### src/hw/dqvref_pkg.sv
// ****************************************************************
// Constants for the DQ reference mode register.
// ****************************************************************
package dqvref_pkg;

    // ****************************************************************
    // Address and field layout.
    // ****************************************************************
    localparam logic [5:0] DQVREF_ADDR      = 6'h0e;
    localparam int         DQVREF_LEVEL_LSB = 0;
    localparam int         DQVREF_LEVEL_W   = 6;
    localparam int         DQVREF_RANGE_BIT = 6;
    localparam int         DQVREF_RSVD_BIT  = 7;

    // ****************************************************************
    // Legal codes and values after reset.
    // ****************************************************************
    localparam logic [5:0] DQVREF_LEVEL_MAX = 6'h32;
    localparam logic [5:0] DQVREF_LEVEL_RST = 6'h1d;
    localparam logic       DQVREF_RANGE_RST = 1'b1;
    localparam logic [7:0] DQVREF_DQ_IDLE   = 8'h00;

    // ****************************************************************
    // Timing and structure.
    // ****************************************************************
    localparam int         DQVREF_RD_LATENCY_CYC = 2;
    localparam int         DQVREF_NUM_SP         = 2;
    localparam logic [7:0] DQVREF_CNT_ONE        = 8'h01;

    // ****************************************************************
    // Carriers and states.
    // ****************************************************************
    typedef struct packed {
        logic       wr;
        logic       rd;
        logic [5:0] addr;
        logic [7:0] op;
    } dqvref_cmd_type;

    typedef struct packed {
        logic       range;
        logic [5:0] level;
    } dqvref_set_type;

    typedef enum logic [1:0] {
        DQVREF_IDLE  = 2'b00,
        DQVREF_WAIT  = 2'b01,
        DQVREF_DRIVE = 2'b11
    } dqvref_state_type;

endpackage : dqvref_pkg

### src/hw/dqvref_setpoint.sv
`timescale 1ns/1ps
`default_nettype none

// ****************************************************************
// One physical copy of the register for one set point.
// ****************************************************************
module dqvref_setpoint (
    // Clock, reset, enable
    input  wire logic                    clk_in,
    input  wire logic                    rst_b_in,
    input  wire logic                    ce_in,
    // Write port
    input  wire logic                    wr_en_in,
    input  wire dqvref_pkg::dqvref_set_type wr_data_in,
    // Stored copy
    output var  dqvref_pkg::dqvref_set_type sp_out
);

    always_ff @(posedge clk_in or negedge rst_b_in) begin
        if (!rst_b_in) begin
            sp_out <= '{range: dqvref_pkg::DQVREF_RANGE_RST, level: dqvref_pkg::DQVREF_LEVEL_RST};
        end else if (ce_in && wr_en_in) begin
            sp_out <= wr_data_in; // see [RQ7]
        end
    end

endmodule : dqvref_setpoint

`default_nettype wire

### src/hw/dqvref_top.sv
`timescale 1ns/1ps
`default_nettype none

// ****************************************************************
// DQ reference mode register with two frequency set points.
// ****************************************************************

// Contract
// [RQ1] Level codes 0 to 0x32 are legal, higher reserved; default level 0x1d.
// [RQ2] Bit 6 picks range: zero lower, one upper; upper after reset.
// [RQ3] A read of this address returns the eight register bits on data 7..0.
// [RQ4] Reserved bit 7 and unused data lines read as zero.
// [RQ5] Level write goes to copy 0 or 1 per the write-select bit.
// [RQ6] Controller always supplies the range bit alongside the level code.
// [RQ7] Stored values hold until overwritten or until reset.
// [RQ8] Two copies exist; writes and reads reach only the write-selected one.
// [RQ9] Operating settings come only from the operate-selected copy.
// [RQ10] The inactive copy is ignored and may be rewritten freely.
// [RQ11] Controller may switch settings by toggling operate-select alone.
// [RQ12] Writes with a reserved level code are undefined and flagged.
module dqvref_top #(
    parameter int RD_LATENCY = dqvref_pkg::DQVREF_RD_LATENCY_CYC
) (
    // Clock, reset, enable
    input  wire logic                       core_clk_in,
    input  wire logic                       rst_b_in,
    input  wire logic                       ce_in,
    // Mode register command
    input  wire dqvref_pkg::dqvref_cmd_type cmd_in,
    // Set point selects from the set point control register
    input  wire logic                       setpoint_write_select_in,
    input  wire logic                       setpoint_operate_select_in,
    // Read data lines
    output logic [7:0]                      dq_out,
    output logic                            dq_oe_out,
    output logic                            rd_busy_out,
    // Operating reference setting
    output logic [5:0]                      dq_reference_level_out,
    output logic                            dq_reference_range_out,
    // Reserved code write flag
    output logic                            reserved_write_out
);

    // ****************************************************************
    // Elaboration checks.
    // ****************************************************************
    if (RD_LATENCY < 1 || RD_LATENCY > 255) begin : g_bad_latency
        $error("RD_LATENCY must lie between 1 and 255");
    end

    // The selects are single bits, so exactly two copies can ever be reached.
    if (dqvref_pkg::DQVREF_NUM_SP != 2) begin : g_bad_copies
        $error("DQVREF_NUM_SP must be 2");
    end

    // The stored word packs range above level and must leave the reserved bit free.
    if (dqvref_pkg::DQVREF_LEVEL_LSB != 0 || dqvref_pkg::DQVREF_LEVEL_W != 6
        || dqvref_pkg::DQVREF_RANGE_BIT != 6
        || dqvref_pkg::DQVREF_RSVD_BIT != 7) begin : g_bad_layout
        $error("register field layout does not match the stored word");
    end

    localparam logic [7:0] LAT_LOAD = 8'(RD_LATENCY - 1);

    // ****************************************************************
    // Command field split.
    // ****************************************************************
    wire logic [5:0] op_level_w;
    wire logic       op_range_w;

    // Bit 7 of the operand is reserved and is deliberately left undecoded.
    assign op_level_w = cmd_in.op[dqvref_pkg::DQVREF_LEVEL_LSB +: dqvref_pkg::DQVREF_LEVEL_W];
    assign op_range_w = cmd_in.op[dqvref_pkg::DQVREF_RANGE_BIT];

    // ****************************************************************
    // Command decode.
    // ****************************************************************
    dqvref_pkg::dqvref_state_type state_reg;
    dqvref_pkg::dqvref_state_type state_next;
    logic [7:0]                   cnt_reg;
    logic [7:0]                   cnt_next;
    logic [7:0]                   snap_reg;
    logic [7:0]                   snap_next;

    wire logic addr_hit_w;
    wire logic wr_take_w;
    wire logic level_ok_w;
    wire logic wr_commit_w;
    wire logic rsv_write_w;
    wire logic rd_take_w;

    assign addr_hit_w  = (cmd_in.addr == dqvref_pkg::DQVREF_ADDR);
    assign wr_take_w   = cmd_in.wr && addr_hit_w;
    assign level_ok_w  = (op_level_w <= dqvref_pkg::DQVREF_LEVEL_MAX); // see [RQ1]
    // A reserved code is dropped rather than stored, so the analog side never sees it.
    assign wr_commit_w = wr_take_w && level_ok_w; // see [RQ12]
    assign rsv_write_w = wr_take_w && !level_ok_w; // see [RQ12]
    // A read is refused while an earlier answer is still pending or when a write shares the cycle.
    assign rd_take_w   = cmd_in.rd && !cmd_in.wr && addr_hit_w
                         && (state_reg == dqvref_pkg::DQVREF_IDLE);

    // ****************************************************************
    // Set point copies.
    // ****************************************************************
    dqvref_pkg::dqvref_set_type sp_q[dqvref_pkg::DQVREF_NUM_SP];
    dqvref_pkg::dqvref_set_type wr_data_w;

    // The range bit is always taken from the command itself, never kept from before.
    assign wr_data_w = '{range: op_range_w, level: op_level_w}; // see [RQ2] see [RQ6]

    for (genvar g = 0; g < dqvref_pkg::DQVREF_NUM_SP; g++) begin : g_sp
        wire logic wr_en_w;
        // Only the write-selected copy is touched; the other keeps its value.
        assign wr_en_w = wr_commit_w && (setpoint_write_select_in == 1'(g)); // see [RQ5] see [RQ8]
        dqvref_setpoint u_sp (
            .clk_in     (core_clk_in),
            .rst_b_in   (rst_b_in),
            .ce_in      (ce_in),
            .wr_en_in   (wr_en_w),
            .wr_data_in (wr_data_w),
            .sp_out     (sp_q[g])
        );
    end

    // ****************************************************************
    // Copy selection.
    // ****************************************************************
    dqvref_pkg::dqvref_set_type rd_copy_w;
    dqvref_pkg::dqvref_set_type op_copy_w;
    wire logic [7:0]            rd_word_w;

    assign rd_copy_w = sp_q[setpoint_write_select_in]; // see [RQ8]
    // Writes to the inactive copy cannot reach the operating outputs through this path.
    assign op_copy_w = sp_q[setpoint_operate_select_in]; // see [RQ9] see [RQ10]
    // The reserved top bit is never stored, so it is rebuilt as a constant zero.
    assign rd_word_w = {1'b0, rd_copy_w.range, rd_copy_w.level}; // see [RQ3] see [RQ4]

    // ****************************************************************
    // Read answer sequencer.
    // ****************************************************************
    always_comb begin
        state_next = state_reg;
        cnt_next   = cnt_reg;
        // The answer is captured at the take edge, so a later write cannot alter it.
        snap_next  = rd_take_w ? rd_word_w : snap_reg;
        case (state_reg)
            dqvref_pkg::DQVREF_IDLE: begin
                if (rd_take_w) begin
                    if (RD_LATENCY == 1) begin
                        state_next = dqvref_pkg::DQVREF_DRIVE;
                    end else begin
                        state_next = dqvref_pkg::DQVREF_WAIT;
                        cnt_next   = LAT_LOAD;
                    end
                end
            end
            dqvref_pkg::DQVREF_WAIT: begin
                if (cnt_reg == dqvref_pkg::DQVREF_CNT_ONE) begin
                    state_next = dqvref_pkg::DQVREF_DRIVE;
                end else begin
                    cnt_next = cnt_reg - dqvref_pkg::DQVREF_CNT_ONE;
                end
            end
            dqvref_pkg::DQVREF_DRIVE: begin
                state_next = dqvref_pkg::DQVREF_IDLE;
            end
            default: begin
                state_next = dqvref_pkg::DQVREF_IDLE;
            end
        endcase
    end

    wire logic       drive_next_w;
    wire logic [7:0] dq_next_w;

    assign drive_next_w = (state_next == dqvref_pkg::DQVREF_DRIVE);
    // Lines read as zero whenever no answer is being driven.
    assign dq_next_w    = drive_next_w ? snap_next : dqvref_pkg::DQVREF_DQ_IDLE; // see [RQ4]

    // ****************************************************************
    // State and output flops.
    // ****************************************************************
    always_ff @(posedge core_clk_in or negedge rst_b_in) begin
        if (!rst_b_in) begin
            state_reg <= dqvref_pkg::DQVREF_IDLE;
            cnt_reg   <= '0;
            snap_reg  <= dqvref_pkg::DQVREF_DQ_IDLE;
        end else if (ce_in) begin
            state_reg <= state_next;
            cnt_reg   <= cnt_next;
            snap_reg  <= snap_next;
        end
    end

    always_ff @(posedge core_clk_in or negedge rst_b_in) begin
        if (!rst_b_in) begin
            dq_out      <= dqvref_pkg::DQVREF_DQ_IDLE;
            dq_oe_out   <= 1'b0;
            rd_busy_out <= 1'b0;
        end else if (ce_in) begin
            dq_out      <= dq_next_w; // see [RQ3]
            dq_oe_out   <= drive_next_w;
            // Busy spans the wait and drive cycles so the controller can pace its reads.
            rd_busy_out <= (state_next != dqvref_pkg::DQVREF_IDLE);
        end
    end

    // The operating setting lags a select or copy change by one cycle.
    always_ff @(posedge core_clk_in or negedge rst_b_in) begin
        if (!rst_b_in) begin
            dq_reference_level_out <= dqvref_pkg::DQVREF_LEVEL_RST; // see [RQ1]
            dq_reference_range_out <= dqvref_pkg::DQVREF_RANGE_RST; // see [RQ2]
            reserved_write_out     <= 1'b0;
        end else if (ce_in) begin
            dq_reference_level_out <= op_copy_w.level; // see [RQ9]
            dq_reference_range_out <= op_copy_w.range; // see [RQ9]
            reserved_write_out     <= rsv_write_w; // see [RQ12]
        end
    end

endmodule : dqvref_top

`default_nettype wire

### config.mk
export PLATFORM = sky130hd
export DESIGN_NAME = dqvref_top
export DESIGN_NICKNAME = d
export VERILOG_FILES = /design/src/hw/dqvref_pkg.sv /design/src/hw/dqvref_setpoint.sv /design/src/hw/dqvref_top.sv
export SDC_FILE = /design/constraint.sdc
export NUM_CORES = 1
export LEC_CHECK = 0
export BUFFER_PORTS_ARGS = -buffer_cell sky130_fd_sc_hd__buf_2
export CORE_MARGIN = 2
export CORE_UTILIZATION = 40
export DETAILED_ROUTE_END_ITERATION = 8
export PLACE_DENSITY = 0.67
export SYNTH_ARGS = -nofsm -noshare
export SYNTH_HDL_FRONTEND = slang
export SYNTH_SLANG_ARGS = --single-unit
### constraint.sdc
create_clock -name core_clk_in -period 1.7 [get_ports core_clk_in]
set_input_delay 0.34 -clock core_clk_in [delete_from_list [all_inputs] [get_ports core_clk_in]]
set_output_delay 0.34 -clock core_clk_in [all_outputs]
set_load 0.03 [all_outputs]
### Word level (Yosys, flattened, before mapping)

Cells that the tools add are included.

| word-level totals | value |
|---|---|
| register bits | 50 |

| cells by class | value |
|---|---|
| $add $sub $neg | 1 |
| order comparisons | 3 |
| eq/ne operators | 6 |
| mux-type cells | 14 |
| bitwise gates (word level) | 3 |
| reductions and logical operators | 16 |

Operator list:

| operator | number |
|---|---|
| two-way mux 7 bit | 6 |
| two-way mux 8 bit | 4 |
| one-hot mux 8 bit (2 select lines) | 1 |
| logical AND 1 bit | 10 |
| equality test 8 x 1 -> 1 bit, second input constant | 1 |
| subtractor 8 x 1 -> 8 bit, second input constant | 1 |
| equality test 6 x 4 -> 1 bit, second input constant | 1 |
| <= comparator 6 bit, second input constant | 1 |
| >= comparator 2 bit, second input constant | 2 |
| two-way mux 2 bit | 2 |
| != test 2 bit, second input constant | 2 |
| inverter 1 -> 2 bit | 2 |
| one-hot mux 2 bit (2 select lines) | 1 |
| AND reduction 4 bit | 1 |
| nonzero test 2 bit | 2 |
| equality test 2 x 1 -> 1 bit, second input constant | 1 |
| equality test 2 bit, second input constant | 1 |
| logical NOT 1 bit | 2 |
| logical NOT 2 bit | 1 |
| inverter 1 bit | 1 |

### Logic depth before layout (Yosys ltp)

| depth | value |
|---|---|
| depth after elaboration | 8 |
| gate-level depth with buffers | 7 |
| mapped depth without buffers | 6 |

### By module

A second synthesis with hierarchy kept.

| second synthesis, totals | value |
|---|---|
| cells, all modules | 185 |
| area total of the unflattened synthesis | 2243.4 um^2 |

By module, submodules not included:

| module | instances | cells an instance | area each (um^2) |
|---|---|---|---|
| dqvref_top | 1 | 155 | 1710.4 |
| dqvref_setpoint | 2 | 15 | 266.5 |

### Worst setup path after synthesis

Ideal clock, no wire load.

| path | value |
|---|---|
| path type | register -> register |
| start point | register cnt_reg[4] |
| end point | register cnt_reg[1] |
| library setup time | 125 ps |
| arrival | 1616 ps |
| data required time | 1575 ps |
| slack | -40 ps |
| stages on the path, launching flop included | 5 |
| path through | dfrtp_1 > or4_1 > buf_2 > o221ai_2 > mux2_2 |

| on the way | value |
|---|---|
| longest elaborated chain between the ends | 3 |

Ends and longest elaborated chain:

| item | RTL line | text |
|---|---|---|
| start, declared | dqvref_top.sv:80 | `logic [7:0] cnt_reg;` |
| start signal, assigned | dqvref_top.sv:190 | `cnt_reg <= cnt_next;` |
| equality test 8 x 1 -> 1 bit | dqvref_top.sv:158 | `if (cnt_reg == dqvref_pkg::DQVREF_CNT_ONE) begin` |
| != test 2 bit (no source line) | - |  |
| AND reduction 4 bit (no source line) | - |  |

Every way passes these cells.
A chain may end at the register's enable or synchronous reset.

### Final worst setup path

| path | value |
|---|---|
| start point | register cnt_reg[3] |
| end point | register dq_out[6] |

| on the way | value |
|---|---|
| longest elaborated chain between the ends | 5 |

Ends and longest elaborated chain:

| item | RTL line | text |
|---|---|---|
| equality test 8 x 1 -> 1 bit | dqvref_top.sv:158 |  |
| two-way mux 2 bit | dqvref_top.sv:158 |  |
| one-hot mux 2 bit (2 select lines) | dqvref_top.sv:146 | `case (state_reg)` |
| equality test 2 bit | dqvref_top.sv:176 | `assign drive_next_w = (state_next == dqvref_pkg::DQVREF_DRIVE);` |
| two-way mux 8 bit | dqvref_top.sv:178 | `assign dq_next_w = drive_next_w ? snap_next : dqvref_pkg::DQVREF_DQ_IDLE;` |
| end signal, assigned | dqvref_top.sv:197 | `dq_out <= dqvref_pkg::DQVREF_DQ_IDLE;` |
| end signal, assigned | dqvref_top.sv:201 | `dq_out <= dq_next_w;` |
| end, declared | dqvref_top.sv:34 | `output logic [7:0] dq_out,` |

Every way passes these cells.

==> qor.yml <==
status:
  run_status: "finished, violations left"
  violations: "negative hold slack"
synth:
  ys_seq_elements: 50
  synth_top_area_share_pct: 38.7
  netlist-cell-type-count: 36
  synthTopCellsByArea: "dfrtp_1, dfstp_2, mux2_2"
  yosys.area.top_type: "dfrtp_1"
  synth_area_sq_um: 2260
  synth_flop_cell: "dfrtp_1"
  syn-num-nets: 201
  seq_area_frac_synth_pct: 56.2
  syn_avg_cell_area_sq_um: 12.7
  yosysMostFrequentCell: "dfrtp_1"
  synth_edf_count: 0
  synthCells: 178
  yosysWarnings: 0
  async_reset_ff_share_pct: 100
  synth_common_cells: "dfrtp_1, mux2_2, dfstp_2"
finish:
  fillCellCount: 519
  largest_register: "g_sp.u_sp.sp_out"
  final_nets: 265
  final_area_sq_um: 2860
  syn_to_final_growth_pct: 26.7
  largest_reg_flops: 14
  diodes: 0
  layout-drive-gt1-share_pct: 52.7
  final_util_pct: 52.3
worst_setup_path:
  crit_type: "flop to flop"
  cp_slowest_cell: "or4_4"
  worst_path_dominant_cell_family: "simple AND/OR/NAND/NOR gates"
  arrival_ns: 1.89
  cp_cell_sequence: "or4_4 > nor4_4 > buf_4 > a22o_1"
  slowest_delay_ns: 0.62
  worstPathRequired_ns: 1.94
  endpoint_kind: "flop"
  cp_max_fo: 11
  start_kind: "flop"
  path_buf_inv: 1
timing:
  slew_viol_final: 0
  period_minus_slack_ns: 1.65
  finalCritPeriodShare_pct: 96.8
  tightestPinTransition_ns: 0.498
  rsz0062_at_grt: "no"
  slew_headroom_pct: 66.8
  hold_viol: 3
  whs_ns: -0.00644
  fin_skew_ns: 0.00444
  finalSetupViolations: 0
  max_freq_mhz: 608
  finalWorstSetupSlack_ns: 0.0547
floorplanning:
  start_util_pct: 41.3
  dieArea_sq_um: 6270
  die_w_um: 79.2
  ioPinCount: 39
  core.rowCount: 27
  die_y_um: 79.2
  core-area_sq_um: 5470
placement:
  gp_congestion: 0.848
  io_buffers: 37
  dp_slack_ns: -0.145
  dp_hpwl_um: 3510
  dpl_cell_area_sq_um: 2720
global_routing:
  grt_pass1_vias: 1631
  grt.total_usage_pct: 16.2
  antenna_found_initial: 0
  grt.overflow.total: 0
  grt_max_degree: 22
  grt_pass1_wl_um: 7850
routing:
  drc: 0
  via_per_inst: 5.08
  drt-total-wl_um: 4540
  drtAntennaViolNets: 0
  dr.pass1.iters: 4
  drtIter0Drc: 42
  vias: 1601
  avgRoutedWirePerCell_um: 14.4
clocking:
  worstSkewPairLatency_ns: 0.30
  clkTransAtPathRegs_ns: 0.09
  cts_buffers: 5
  cts.htree.levels: 2
  clock-sinks: 50
  cts_tree: "built"
  postCtsHoldBufs: 0
  cts_root_buf: "clkbuf_8"
  clockBufferDepth: 2
power:
  irDropWorstVdd_mv: 0.502
  power_leakage_nw: 1.38
  powerDensity_nw_per_um2: 1040
  p_total_w: 0.00297
run:
  maxCapViolCount: 0
min_path:
  hp-class: "primary input to async pin"
==> per-layer routing <==
layer  GRT usage, %  vias to the layer above  routed length [um]
li1               -                      780                   -
met1           20.4                      789                1980
met2           28.0                       26                2340
met3           3.64                        6                 166
met4           4.66                        0                  48
met5              0                        -                   0
==> layout by cell type, fill, tap and decap left out, types with 2 or more instances in the layout <==
cell,instances
a22o_1,8
and4b_1,2
dfrtp_1,34
mux2i_1,7
o2bb2ai_1,2
inv_1,6
nor4_4,2
mux2_2,30
nand3_1,3
clkbuf_8,6
nor3_2,2
dfstp_2,15
nor3_1,5
buf_4,25
a21o_1,2
nor2_1,12
buf_2,37
nand2_1,4
o21ai_0,8
a21oi_1,8
o22a_1,4
==> layout make-up <==
type                            count  area, sq um  area share (%)
Clock inverter                      2         12.5           0.437
Timing Repair Buffer               64          404            14.1
Sequential cell                    50         1270            44.4
Clock buffer                        6         82.6            2.88
Inverter                            6         22.5           0.786
Multi-Input combinational cell    115          981            34.3
Tap cell                           72         90.1            3.15
==> path summary, 6_finish.rpt <==
kind | from | end | slack, ns | cells past startpoint
hold reg to reg | dq_oe_out$_DFFE_PN0P_ | dq_oe_out$_DFFE_PN0P_ | 0.48 | 1
hold / removal | rst_b_in | cnt_reg[0]$_DFFE_PN0P_ | -0.006 | 1
max in group asynchronous | rst_b_in | snap_reg[7]$_DFFE_PN0P_ | 1.15 | 2
min in group core_clk_in | cmd_in[6] | g_sp[0].u_sp.sp_out[6]$_DFFE_PN1P_ | 0.29 | 2
setup / recovery | cnt_reg[3]$_DFFE_PN0P_ | dq_out[6]$_DFFE_PN0P_ | 0.05 | 4
setup reg to reg | cnt_reg[3]$_DFFE_PN0P_ | dq_out[6]$_DFFE_PN0P_ | 0.05 | 4
==> cell families (layout without fill, tap and decap cells) <==
family	Yosys count	after routing	share of synthesized area [%]
flops	50	50	56.2
simple gates	39	39	10.1
compound gates	37	37	11.9
mux	37	37	18.0
buf+inv	13	78	2.66
fa+ha+maj	2	2	1.11
==> power by group <==
| group | switching, W | total, W | leakage [nW] | internal, W |
|---|---|---|---|---|
| clock | 0.000385 | 0.000713 | 0.0472 | 0.000328 |
| combinational | 0.000423 | 0.000835 | 0.710 | 0.000411 |
| sequential | 0.0000895 | 0.00142 | 0.627 | 0.00133 |
| total | 0.000898 | 0.00297 | 1.38 | 0.00207 |
==> per-stage QoR <==
stage,setup TNS (ns),cells
2_1_floorplan,0,178
3_3_place_gp,-1.62,306
3_5_place_dp,-2.18,306
4_1_cts,0,314
5_1_grt,0,315
6_report,0,315
==> timing repair <==
item | CTS | global route
pin swaps | 0 | 2
resized for setup | 1 | 8
setup buffers | 0 | 1
endpoints found under the hold margin | 0 | 0
cloned | 0 | 0
setup endpoints to repair | 15 | 2
Note: power is estimated with default switching activity, not from simulation.
